[src/ppm_pkg.sv]
/*
 Constants, register map and types for the partition protection and power
 mode controller. Assumes an APB master with 32-bit data and a 100 MHz clock.
*/
`default_nettype none
// How it works
// Each partition has own read/write protect bits
// Each partition has a 64-bit key
// Matching key lifts protection; removal restores it
// No access or attribute change without key
// Key dropped on deep sleep or removal
// Lock option plus lock pin denies access
// Session lock bit acts like lock pin
// Session lock sets only; reset clears it
// 16-byte serial is read-only
// Write-once partition takes one write only
// Erase refused on write-once partitions always
// Five power states in two groups
// Reset pin forces reset state
// Leave reset into configured work mode
// Host access wakes; idle only if enabled
// Reset state drops writes, reads junk
// Turbo full clock, power-save reduced clock
// Standby on inactivity, no wake latency
// Deep-sleep bit forces deep sleep
// Auto deep sleep, direct or via standby
// Deep sleep keeps all registers; the code clears key_in and the deep-sleep bit there
// Host access or reset exits deep sleep
// Busy held after reset during boot load
// Inactivity timer restarts on each access
package ppm_pkg;
   localparam int NPART = 4;
   // ----------------------------------------
   // Register offsets (byte addresses)
   // ----------------------------------------
   localparam logic [11:0] OFS_PART_SEL  = 12'h000;
   localparam logic [11:0] OFS_ATTR      = 12'h004;
   localparam logic [11:0] OFS_KEY_LO    = 12'h008;
   localparam logic [11:0] OFS_KEY_HI    = 12'h00C;
   localparam logic [11:0] OFS_KEY_CMD   = 12'h010;
   localparam logic [11:0] OFS_SW_LOCK   = 12'h014;
   localparam logic [11:0] OFS_POWER     = 12'h018;
   localparam logic [11:0] OFS_IDLE_TIME = 12'h01C;
   localparam logic [11:0] OFS_DEEP_TIME = 12'h020;
   localparam logic [11:0] OFS_ACCESS    = 12'h024;
   localparam logic [11:0] OFS_STATUS    = 12'h028;
   localparam logic [11:0] OFS_SERIAL0   = 12'h030;
   // ----------------------------------------
   // Field positions
   // ----------------------------------------
   localparam int ATTR_RD_PROT = 0;
   localparam int ATTR_WR_PROT = 1;
   localparam int ATTR_LOCK_EN = 2;
   localparam int ATTR_ONCE    = 3;
   localparam int ATTR_WRITTEN = 4;
   localparam int KCMD_INSERT  = 0;
   localparam int KCMD_REMOVE  = 1;
   localparam int PWR_PSAVE    = 0;
   localparam int PWR_AUTO_IDL = 1;
   localparam int PWR_DEEP_REQ = 2;
   localparam int PWR_AUTO_DPD = 3;
   localparam int PWR_DPD_VIA  = 4;
   localparam int ACC_WRITE    = 0;
   localparam int ACC_ERASE    = 1;
   // ----------------------------------------
   // Reset values and timing
   // ----------------------------------------
   localparam logic [31:0] IDLE_TIME_RST = 32'h0000_0400;
   localparam logic [31:0] DEEP_TIME_RST = 32'h0000_1000;
   localparam int          BOOT_NS       = 1000;
   localparam int          CLK_NS        = 10;
   localparam int          BOOT_CYC      = (BOOT_NS + CLK_NS - 1) / CLK_NS;
   localparam logic [31:0] SERIAL_W0     = 32'h1234_5678; // Arbitrary value
   localparam logic [31:0] SERIAL_W1     = 32'h9ABC_DEF0; // Arbitrary value
   localparam logic [31:0] SERIAL_W2     = 32'h0F1E_2D3C; // Arbitrary value
   localparam logic [31:0] SERIAL_W3     = 32'h4B5A_6978; // Arbitrary value
   typedef enum logic [4:0] {
      PPM_RESET   = 5'b0_0001,
      PPM_TURBO   = 5'b0_0010,
      PPM_PSAVE   = 5'b0_0100,
      PPM_STANDBY = 5'b0_1000,
      PPM_DEEP    = 5'b1_0000
   } ppm_state_t;
endpackage : ppm_pkg
`default_nettype wire

[src/ppm_top.sv]
/*
 Partition protection and power mode controller with APB register access.
 Assumes a synchronous lock pin; host activity other than APB arrives on
 host_access as a one-cycle pulse.
*/
// Decided for this implementation: the placing of the registers and the APB register port.
`timescale 1ns/10ps
`default_nettype none
module ppm_top
   import ppm_pkg::*;
(
   input  wire logic        clk,
   input  wire logic        sys_rst,
   input  wire logic        psel,
   input  wire logic        penable,
   input  wire logic        pwrite,
   input  wire logic [11:0] paddr,
   input  wire logic [31:0] pwdata,
   output var  logic [31:0] prdata,
   output var  logic        pready,
   output var  logic        pslverr,
   input  wire logic        lock_n,
   input  wire logic        host_access,
   output var  logic        busy_n,
   output var  logic [4:0]  power_state,
   output var  logic        clk_full,
   output var  logic        clk_reduced,
   output var  logic        regulators_on
);
   // ----------------------------------------
   // Per-partition and shared storage
   // ----------------------------------------
   logic [4:0]        attr  [NPART];
   logic [63:0]       key   [NPART];
   logic [NPART-1:0]  key_in;
   logic [1:0]        sel;
   logic [63:0]       cand;
   logic              session_lock_bit;
   logic [4:0]        pwr_cfg;
   logic [31:0]       idle_time;
   logic [31:0]       deep_time;
   logic [31:0]       idle_cnt;
   logic [15:0]       boot_cnt;
   ppm_state_t        state;
   ppm_state_t        next_state;
   logic              last_denied;

   wire logic setup   = psel && !penable;
   wire logic wr      = psel && penable && pwrite && pready;
   wire logic in_rst  = (state == PPM_RESET);
   wire logic activity = host_access || setup;
   wire logic lock_now = !lock_n || session_lock_bit;

   // Effective access: key open and not hardware/session locked
   wire logic hw_lock = attr[sel][ATTR_LOCK_EN] && lock_now;
   wire logic open_ok = key_in[sel] && !hw_lock;
   wire logic rd_ok   = !attr[sel][ATTR_RD_PROT] || open_ok;
   wire logic wr_ok   = (!attr[sel][ATTR_WR_PROT] || open_ok)
                        && !(attr[sel][ATTR_ONCE] && attr[sel][ATTR_WRITTEN]);
   wire logic attr_ok = key_in[sel] || (attr[sel][ATTR_RD_PROT] == 1'b0
                        && attr[sel][ATTR_WR_PROT] == 1'b0);

   // ----------------------------------------
   // APB handshake
   // ----------------------------------------
   // One wait state gives a fixed two-cycle access and registered read data
   always_ff @(posedge clk)
   begin
      if (sys_rst)
         pready <= 1'b0;
      else
         pready <= psel && penable && !pready;
   end

   always_ff @(posedge clk)
   begin
      if (sys_rst)
      begin
         prdata  <= 32'h0000_0000;
         pslverr <= 1'b0;
      end
      else if (psel && penable && !pready)
      begin
         pslverr <= 1'b0;
         prdata  <= 32'h0000_0000;
         if (!busy_n)
            pslverr <= 1'b1;
         else if (pwrite)
            pslverr <= (paddr == OFS_ACCESS) &&
                       ((pwdata[ACC_ERASE] && attr[sel][ATTR_ONCE]) ||
                        (pwdata[ACC_WRITE] && !wr_ok) ||
                        (!pwdata[ACC_WRITE] && !rd_ok));
         else if (paddr == OFS_PART_SEL)
            prdata <= {30'h0, sel};
         else if (paddr == OFS_ATTR)
            prdata <= {27'h0, attr[sel]};
         else if (paddr == OFS_KEY_CMD)
            prdata <= {{(32-NPART){1'b0}}, key_in};
         else if (paddr == OFS_SW_LOCK)
            prdata <= {31'h0, session_lock_bit};
         else if (paddr == OFS_POWER)
            prdata <= {27'h0, pwr_cfg};
         else if (paddr == OFS_IDLE_TIME)
            prdata <= idle_time;
         else if (paddr == OFS_DEEP_TIME)
            prdata <= deep_time;
         else if (paddr == OFS_STATUS)
            prdata <= {24'h0, 2'b00, last_denied, state};
         else if (paddr == OFS_SERIAL0)
            prdata <= SERIAL_W0;
         else if (paddr == OFS_SERIAL0 + 12'h004)
            prdata <= SERIAL_W1;
         else if (paddr == OFS_SERIAL0 + 12'h008)
            prdata <= SERIAL_W2;
         else if (paddr == OFS_SERIAL0 + 12'h00C)
            prdata <= SERIAL_W3;
         else if (paddr != OFS_KEY_LO && paddr != OFS_KEY_HI && paddr != OFS_ACCESS)
            pslverr <= 1'b1;
      end
   end

   wire logic wr_live = wr && busy_n && !in_rst && !pslverr;

   // ----------------------------------------
   // Protection registers
   // ----------------------------------------
   always_ff @(posedge clk)
   begin
      if (sys_rst)
         sel <= 2'b00;
      else if (wr_live && paddr == OFS_PART_SEL)
         sel <= pwdata[1:0];
   end

   always_ff @(posedge clk)
   begin
      if (sys_rst)
         cand <= 64'h0;
      else if (wr_live && paddr == OFS_KEY_LO)
         cand[31:0] <= pwdata;
      else if (wr_live && paddr == OFS_KEY_HI)
         cand[63:32] <= pwdata;
   end

   // The reset pin stands in for power-up: partitions start open, so software
   // can set them up without a key; unknown attributes would block every write
   always_ff @(posedge clk)
   begin
      if (sys_rst)
      begin
         for (int i = 0; i < NPART; i++)
         begin
            attr[i] <= 5'h00;
            key[i]  <= 64'h0000_0000_0000_0000;
         end
      end
      else if (wr_live && paddr == OFS_ATTR && attr_ok)
      begin
         attr[sel][3:0] <= pwdata[3:0];
         key[sel]       <= cand;
      end
      else if (wr_live && paddr == OFS_ACCESS && pwdata[ACC_WRITE])
         attr[sel][ATTR_WRITTEN] <= attr[sel][ATTR_WRITTEN] | attr[sel][ATTR_ONCE];
   end

   always_ff @(posedge clk)
   begin
      if (sys_rst || state == PPM_DEEP)
         key_in <= '0;
      else if (wr_live && paddr == OFS_KEY_CMD)
      begin
         if (pwdata[KCMD_REMOVE])
            key_in[sel] <= 1'b0;
         else if (pwdata[KCMD_INSERT])
            key_in[sel] <= (cand == key[sel]);
      end
   end

   always_ff @(posedge clk)
   begin
      if (sys_rst)
         session_lock_bit <= 1'b0;
      else if (wr_live && paddr == OFS_SW_LOCK && pwdata[0])
         session_lock_bit <= 1'b1;
   end

   always_ff @(posedge clk)
   begin
      if (sys_rst)
         last_denied <= 1'b0;
      else if (wr && busy_n && paddr == OFS_ACCESS)
         last_denied <= pslverr;
   end

   // ----------------------------------------
   // Power configuration
   // ----------------------------------------
   always_ff @(posedge clk)
   begin
      if (sys_rst)
      begin
         pwr_cfg   <= 5'b0_0000;
         idle_time <= IDLE_TIME_RST;
         deep_time <= DEEP_TIME_RST;
      end
      else
      begin
         if (state == PPM_DEEP)
            pwr_cfg[PWR_DEEP_REQ] <= 1'b0;
         if (wr_live && paddr == OFS_POWER)
            pwr_cfg <= pwdata[4:0];
         if (wr_live && paddr == OFS_IDLE_TIME)
            idle_time <= pwdata;
         if (wr_live && paddr == OFS_DEEP_TIME)
            deep_time <= pwdata;
      end
   end

   always_ff @(posedge clk)
   begin
      if (sys_rst || activity)
         idle_cnt <= 32'h0;
      else if (idle_cnt != 32'hFFFF_FFFF)
         idle_cnt <= idle_cnt + 32'h1;
   end

   always_ff @(posedge clk)
   begin
      if (sys_rst)
         boot_cnt <= 16'h0;
      else if (boot_cnt != 16'(BOOT_CYC))
         boot_cnt <= boot_cnt + 16'h1;
   end

   always_ff @(posedge clk)
   begin
      if (sys_rst)
         busy_n <= 1'b0;
      else
         busy_n <= (boot_cnt == 16'(BOOT_CYC));
   end

   // ----------------------------------------
   // Power state machine
   // ----------------------------------------
   wire ppm_state_t work_st = pwr_cfg[PWR_PSAVE] ? PPM_PSAVE : PPM_TURBO;

   always_comb
   begin
      next_state = state;
      case (state)
         PPM_RESET:
            if (busy_n)
               next_state = work_st;
         PPM_TURBO, PPM_PSAVE:
            if (pwr_cfg[PWR_DEEP_REQ])
               next_state = PPM_DEEP;
            else if (!activity && pwr_cfg[PWR_AUTO_DPD] && !pwr_cfg[PWR_DPD_VIA]
                     && idle_cnt >= idle_time)
               next_state = PPM_DEEP;
            else if (!activity && (pwr_cfg[PWR_AUTO_IDL] || pwr_cfg[PWR_AUTO_DPD])
                     && idle_cnt >= idle_time)
               next_state = PPM_STANDBY;
            else
               next_state = work_st;
         PPM_STANDBY:
            if (activity)
               next_state = work_st;
            else if (pwr_cfg[PWR_AUTO_DPD] && idle_cnt >= idle_time + deep_time)
               next_state = PPM_DEEP;
         PPM_DEEP:
            if (activity)
               next_state = work_st;
         default:
            next_state = PPM_RESET;
      endcase
   end

   always_ff @(posedge clk)
   begin
      if (sys_rst)
         state <= PPM_RESET;
      else
         state <= next_state;
   end

   // Clock and regulator controls follow the next state so they match it
   always_ff @(posedge clk)
   begin
      if (sys_rst)
      begin
         power_state   <= PPM_RESET;
         clk_full      <= 1'b1;
         clk_reduced   <= 1'b0;
         regulators_on <= 1'b1;
      end
      else
      begin
         power_state   <= next_state;
         clk_full      <= (next_state == PPM_TURBO) || (next_state == PPM_RESET);
         clk_reduced   <= (next_state == PPM_PSAVE);
         regulators_on <= (next_state != PPM_DEEP);
      end
   end

endmodule : ppm_top
`default_nettype wire

[config.mk]
export PLATFORM = sky130hd
export DESIGN_NAME = ppm_top
export DESIGN_NICKNAME = d
export VERILOG_FILES = /design/src/ppm_pkg.sv /design/src/ppm_top.sv
export SDC_FILE = /design/constraint.sdc
export NUM_CORES = 1
export LEC_CHECK = 0
export BUFFER_PORTS_ARGS = -buffer_cell sky130_fd_sc_hd__buf_2
export CAP_MARGIN = 20
export CELL_PAD_IN_SITES_DETAIL_PLACEMENT = 1
export CELL_PAD_IN_SITES_GLOBAL_PLACEMENT = 2
export CORE_ASPECT_RATIO = 0.75
export CORE_MARGIN = 2
export CORE_UTILIZATION = 30
export DETAILED_ROUTE_END_ITERATION = 8
export PLACE_DENSITY_LB_ADDON = 0.1
export SYNTH_ARGS = -nofsm -noshare
export SYNTH_HDL_FRONTEND = slang
export SYNTH_SLANG_ARGS = --single-unit
[constraint.sdc]
create_clock -name clk -period 9 [get_ports clk]
set_clock_uncertainty 0.1 [all_clocks]
set_input_delay 1.35 -clock clk [delete_from_list [all_inputs] [get_ports clk]]
set_output_delay 1.35 -clock clk [all_outputs]
set_load 0.05 [all_outputs]
==> After elaboration in Yosys (flattened, before gate mapping) <==
Memories as Yosys holds them, arrays and structs flattened. A register that Yosys moved wholly into a read port is not among the register bits.
Index checks and enable logic that the tools add are counted.
{ "totals": {"mem_count": 2, "wordCells": 204, "output_inout_bits": 43, "inputBits": 51, "ff_bits": 232, "mem_bits_rw": 276} }
{ "op_classes": {"bitwise": 6, "n_lt_le_gt_ge": 4, "eq_ne": 30, "addsub": 3, "n_reduce_logical": 73, "n_mux": 66} }
{ "memory_table": {"columns": ["memory", "depth", "word_bits", "rd", "rd_clocked_by_memory_dff", "write_ports", "line", "rtl"], "rows": [
  ["key", 4, 64, 1, 1, 4, "ppm_top.sv:34", "logic [63:0] key [NPART];"],
  ["attr", 4, 5, 1, 1, 4, "ppm_top.sv:33", "logic [4:0] attr [NPART];"]
]} }
{ "op_table": {"columns": ["op", "count"], "rows": [
  ["$mux 32", 12],
  ["$eq 12x6->1 const B", 7],
  ["$eq 64x64->1", 1],
  ["$ge 32x32->1", 2],
  ["$mux 64", 1],
  ["$reduce_or 64->1", 1],
  ["$mux 31", 2],
  ["$eq 12x5->1 const B", 4],
  ["$logic_and 1x1->1", 40],
  ["$mux 5", 7],
  ["$add 32x1->32 const B", 1],
  ["$add 32x32->32", 1],
  ["$ne 32x32->1 const B", 1],
  ["$mux 1", 28],
  ["$eq 12x4->1 const B", 2],
  ["$ne 12x4->1 const B", 2],
  ["$pmux 5 s4", 1],
  ["$add 16x1->16 const B", 1],
  ["$eq 16x7->1 const B", 1],
  ["$ne 16x7->1 const B", 1],
  ["$logic_not 1->1", 14],
  ["$mux 2", 7],
  ["$eq 12x3->1 const B", 1],
  ["$logic_not 12->1", 1],
  ["other kinds (23)", 43]
]} }

==> Longest topological paths before layout <==
{ "logic_depth": {"word_depth": 18, "mapped_depth": 20, "ltp_nobuf": 20} }

==> Least setup slack after synthesis <==
No wires, ideal clock.
{ "synth_path": {"path_type": "input-to-reg", "start": "input port paddr[7]", "end": "memory key[2][0] (enable)", "setup_time_ps": 574, "stages": 6, "required_time_ps": 8326, "arrival_time_ps": 7134, "n_path_buf": 0, "slack_ps": 1191, "path_cell_list": "nor4_4 -> and4bb_2 -> and2b_1 -> o211a_1 -> nand2_2 -> o21ai_0"} }
{ "synth_lines": {"columns": ["item", "line", "rtl"], "rows": [
  ["start, declared", "ppm_top.sv:17", "input wire logic [11:0] paddr,"],
  ["end, declared", "ppm_top.sv:34", null]
]} }

==> results.cfg <==
[outcome]
run_status = complete, no violations

[power_and_ir_drop]
irDropWorstVdd_v = 0.000140
power_switching_uw = 1160
power_frac_clock_pct = 47.6
static-leakage-power_uw = 0.0104
power_switching_share_pct = 22.7
internal_power_uw = 3950
combPwrFrac_pct = 3.2
seq_power_share_pct = 49.2
powerDensity_nw_per_um2 = 177

[layout]
diodes = 0
multiInputGateArea_um2 = 11600
layout_cell_share_with_drive_strength_beyond_1_pct = 12.4
syn_to_final_growth_pct = 13.9
layout.area.seq_um2 = 13000
n_fill_cell = 9300
stdcell_count = 3663
design.final.nets = 2637

[synthesis]
ys.flop_type = sky130_fd_sc_hd__edfxtp_1
synth_most_common_cell = sky130_fd_sc_hd__nand2_1
syn_area_per_cell_um2 = 10.4
syn_area_um2 = 25400
synth_top_area_share_pct = 32.7
yosysUniqueCellTypes = 79
synth.area.top_cells = sky130_fd_sc_hd__edfxtp_1 33%, sky130_fd_sc_hd__dfxtp_1 18%, sky130_fd_sc_hd__mux4_2 5.1%
synth_cells = 2443
ys_warn_count = 0
yosysSeqAreaShare_pct = 51.1
post_synth_arst_share_pct = 0
ys_seq_elements = 510
synth_area_leader_cell = sky130_fd_sc_hd__edfxtp_1
synth_fp_nets = 2593
synth_common_cells = 340 x sky130_fd_sc_hd__nand2_1, 276 x sky130_fd_sc_hd__edfxtp_1, 234 x sky130_fd_sc_hd__dfxtp_1, 227 x sky130_fd_sc_hd__a21oi_1, 194 x sky130_fd_sc_hd__and2_1
synth_enable_flop_cells = 276

[die]
placeableCoreArea_um2 = 83900
fp.dieH_um = 256
io_pins = 94
fp-row-count = 92
start_util_pct = 30.2
die_area_um2 = 87000
die-width_um = 340

[drt]
route.detailed.drc = 0
via_density_per_instance = 5.22
drt_pre_antenna_iters = 7
wire_per_inst_um = 24.9
dr_total_vias = 19100
drt_first_iter_violations = 1420
route.final.wire_length_um = 91300
drtAntennaViolNets = 0

[clocking]
post-cts-setup-buffer-count = 0
tritoncts = built
cts-buffers-inserted = 57
htree_levels = 2
clkTransAtPathRegs_ps = 60
post_cts_resize_count = 0
clock_path_buffers = 3
ctsRootBufferMaster = sky130_fd_sc_hd__clkbuf_16
clk_latency_ps = 630
holdBufCountCts = 0
clock_sink_count = 510

[critical_path]
timing.critical_path.from_type = input port
r2r_start = idle_time[1]$_SDFFE_PP0P_
crit_path_max_fanout = 59
crit_end_category = flip-flop
worstPathArrival_ps = 5840
setup_cp_type = input port to flip-flop
worst_r2r_endpoint = regulators_on$_SDFF_PP1_
regToRegSetupSlack_ps = 3630
crit_required_ps = 9140
depth_of_the_worst_register_to_register_path = 18

[sta]
final.period_utilization_pct = 63.4
hold_viol = 0
max-slew-margin-rel_pct = 25.0
finalCriticalPeriod_ps = 5710
setup_repair_after_global_routing_missed_its_margin = no
fmax_mhz = 175
final-max-slew-violation-count = 0
least_margin_pin_slew_ps = 1120
setup_viol_count_final = 0
fin_tns_setup_ps = 0

[worst_hold_path]
worstHoldPathCells = 2
timing.hold.worst.class = flip-flop to flip-flop
min_from = cand[57]$_SDFFE_PP0P_
hold_end = cand[57]$_SDFFE_PP0P_

[grt]
gr-max-usage-layer = met1
grt_antenna_before_repair = 2
vias_in_the_first_global_route = 19800
grt_util_met2_pct = 30.3
groute.usage.overall_pct = 20.9
grt.met3_usage_pct = 2.73
use_met1_pct = 32.6
grt_overflow_total = 0
grt_pass1_wl_um = 135000
grt_start_max_net_pins = 67

[place]
buffer_ports.inserted = 93
detailed_place_hpwl_um = 61900
place_inst = 3555
place.gp.congestion = 0.828

[flow_run]
max_cap_violations = 0
[layout by cell type (no fill, tap or decap), types with 17 or more instances in the layout]
cell type	count
sky130_fd_sc_hd__dfxtp_1	232
sky130_fd_sc_hd__inv_1	69
sky130_fd_sc_hd__a22oi_1	24
sky130_fd_sc_hd__nand2_1	336
sky130_fd_sc_hd__a21oi_1	227
sky130_fd_sc_hd__a21o_1	36
sky130_fd_sc_hd__and2_1	194
sky130_fd_sc_hd__xnor2_1	52
sky130_fd_sc_hd__nand3_1	44
sky130_fd_sc_hd__ha_1	98
sky130_fd_sc_hd__o21ai_0	65
sky130_fd_sc_hd__clkbuf_16	61
sky130_fd_sc_hd__mux4_2	57
sky130_fd_sc_hd__nor2_1	148
sky130_fd_sc_hd__buf_2	92
sky130_fd_sc_hd__edfxtp_1	276
sky130_fd_sc_hd__nor3_1	38
sky130_fd_sc_hd__nand4_1	33
sky130_fd_sc_hd__and3_1	64
sky130_fd_sc_hd__xor2_1	54
sky130_fd_sc_hd__nor4_1	17
sky130_fd_sc_hd__buf_4	29
[worst max-delay path, cell delays in order]
cell and delay, ps:
sky130_fd_sc_hd__buf_2 110, sky130_fd_sc_hd__nor4_4 390, sky130_fd_sc_hd__and4bb_2 400, sky130_fd_sc_hd__and2b_1 290, sky130_fd_sc_hd__o211a_2 220, sky130_fd_sc_hd__buf_4 650, sky130_fd_sc_hd__nand2_2 700, sky130_fd_sc_hd__o21ai_4 820
sky130_fd_sc_hd__buf_4 800
[area by class of cell]
type,count,share of cell area [%]
inverters,70,0.909
repair buffers,123,2.48
clock buffers,78,5.78
clock inverters,29,0.904
well taps,1128,4.88
multi-input cells,1725,40.2
flip-flops and latches,510,44.9
[flip-flops by register name, summed over array words and instances, names as in the netlist, 2 cells and up, named ones only]
signal and count:
attr 20, pwr_cfg 5, deep_time 32, key_in 4
boot_cnt 16, power_state 5, sel 2, key 256
idle_time 32, cand 64, prdata 32, idle_cnt 32
[metrics by stage]
step	cell area [um^2]	setup slack [ps]	hold WS [ps]	utilization [%]	power [uW]
2_1_floorplan	25400	1190	336	-	2640
3_3_place_gp	27000	2740	344	32.1	2730
3_5_place_dp	27000	2600	358	32.1	2730
4_1_cts	28900	3260	367	34.4	5190
5_1_grt	28900	2970	386	34.5	5280
6_report	28900	3290	361	34.5	5110
[logic make-up (layout without fill, tap and decap cells)]
group | after synthesis | in the layout | synth area share, %
simple gates | 971 | 971 | 19.1
flops | 510 | 510 | 51.1
compound gates | 466 | 466 | 11.1
buf+inv | 208 | 300 | 3.49
xor+xnor | 106 | 106 | 3.66
fa+ha+maj | 99 | 99 | 4.91
mux | 83 | 83 | 6.62
[worst max-delay path by stage]
| stage | from | end | slack (ps) | cells past startpoint |
|---|---|---|---|---|
| floorplan | paddr[7] | key[2][0]$_SDFFCE_PN0P_ | 1190 | 6 |
| global placement | paddr[7] | key[0][25]$_SDFFCE_PN0P_ | 2740 | 11 |
| detailed placement | paddr[7] | key[0][62]$_SDFFCE_PN0P_ | 2600 | 11 |
| CTS | paddr[7] | key[0][25]$_SDFFCE_PN0P_ | 3260 | 11 |
| global route | paddr[7] | key[0][62]$_SDFFCE_PN0P_ | 2970 | 11 |
| finish | paddr[7] | key[2][3]$_SDFFCE_PN0P_ | 3290 | 9 |
[routing by layer]
metal / routed length, um / part of all wire [%]
met1: 47800 / 52
met2: 38200 / 42
met3: 3620 / 4.0
met4: 1740 / 1.9
met5: 0 / 0
[power groups by stage]
stage	clock network, uW	logic, uW	registers [uW]
detailed placement	0	165	2570
floorplan	0	77.8	2560
global route	2590	173	2520
global placement	0	164	2560
finish	2430	161	2510
CTS	2500	166	2520
Power figures use the tool's default switching activity.
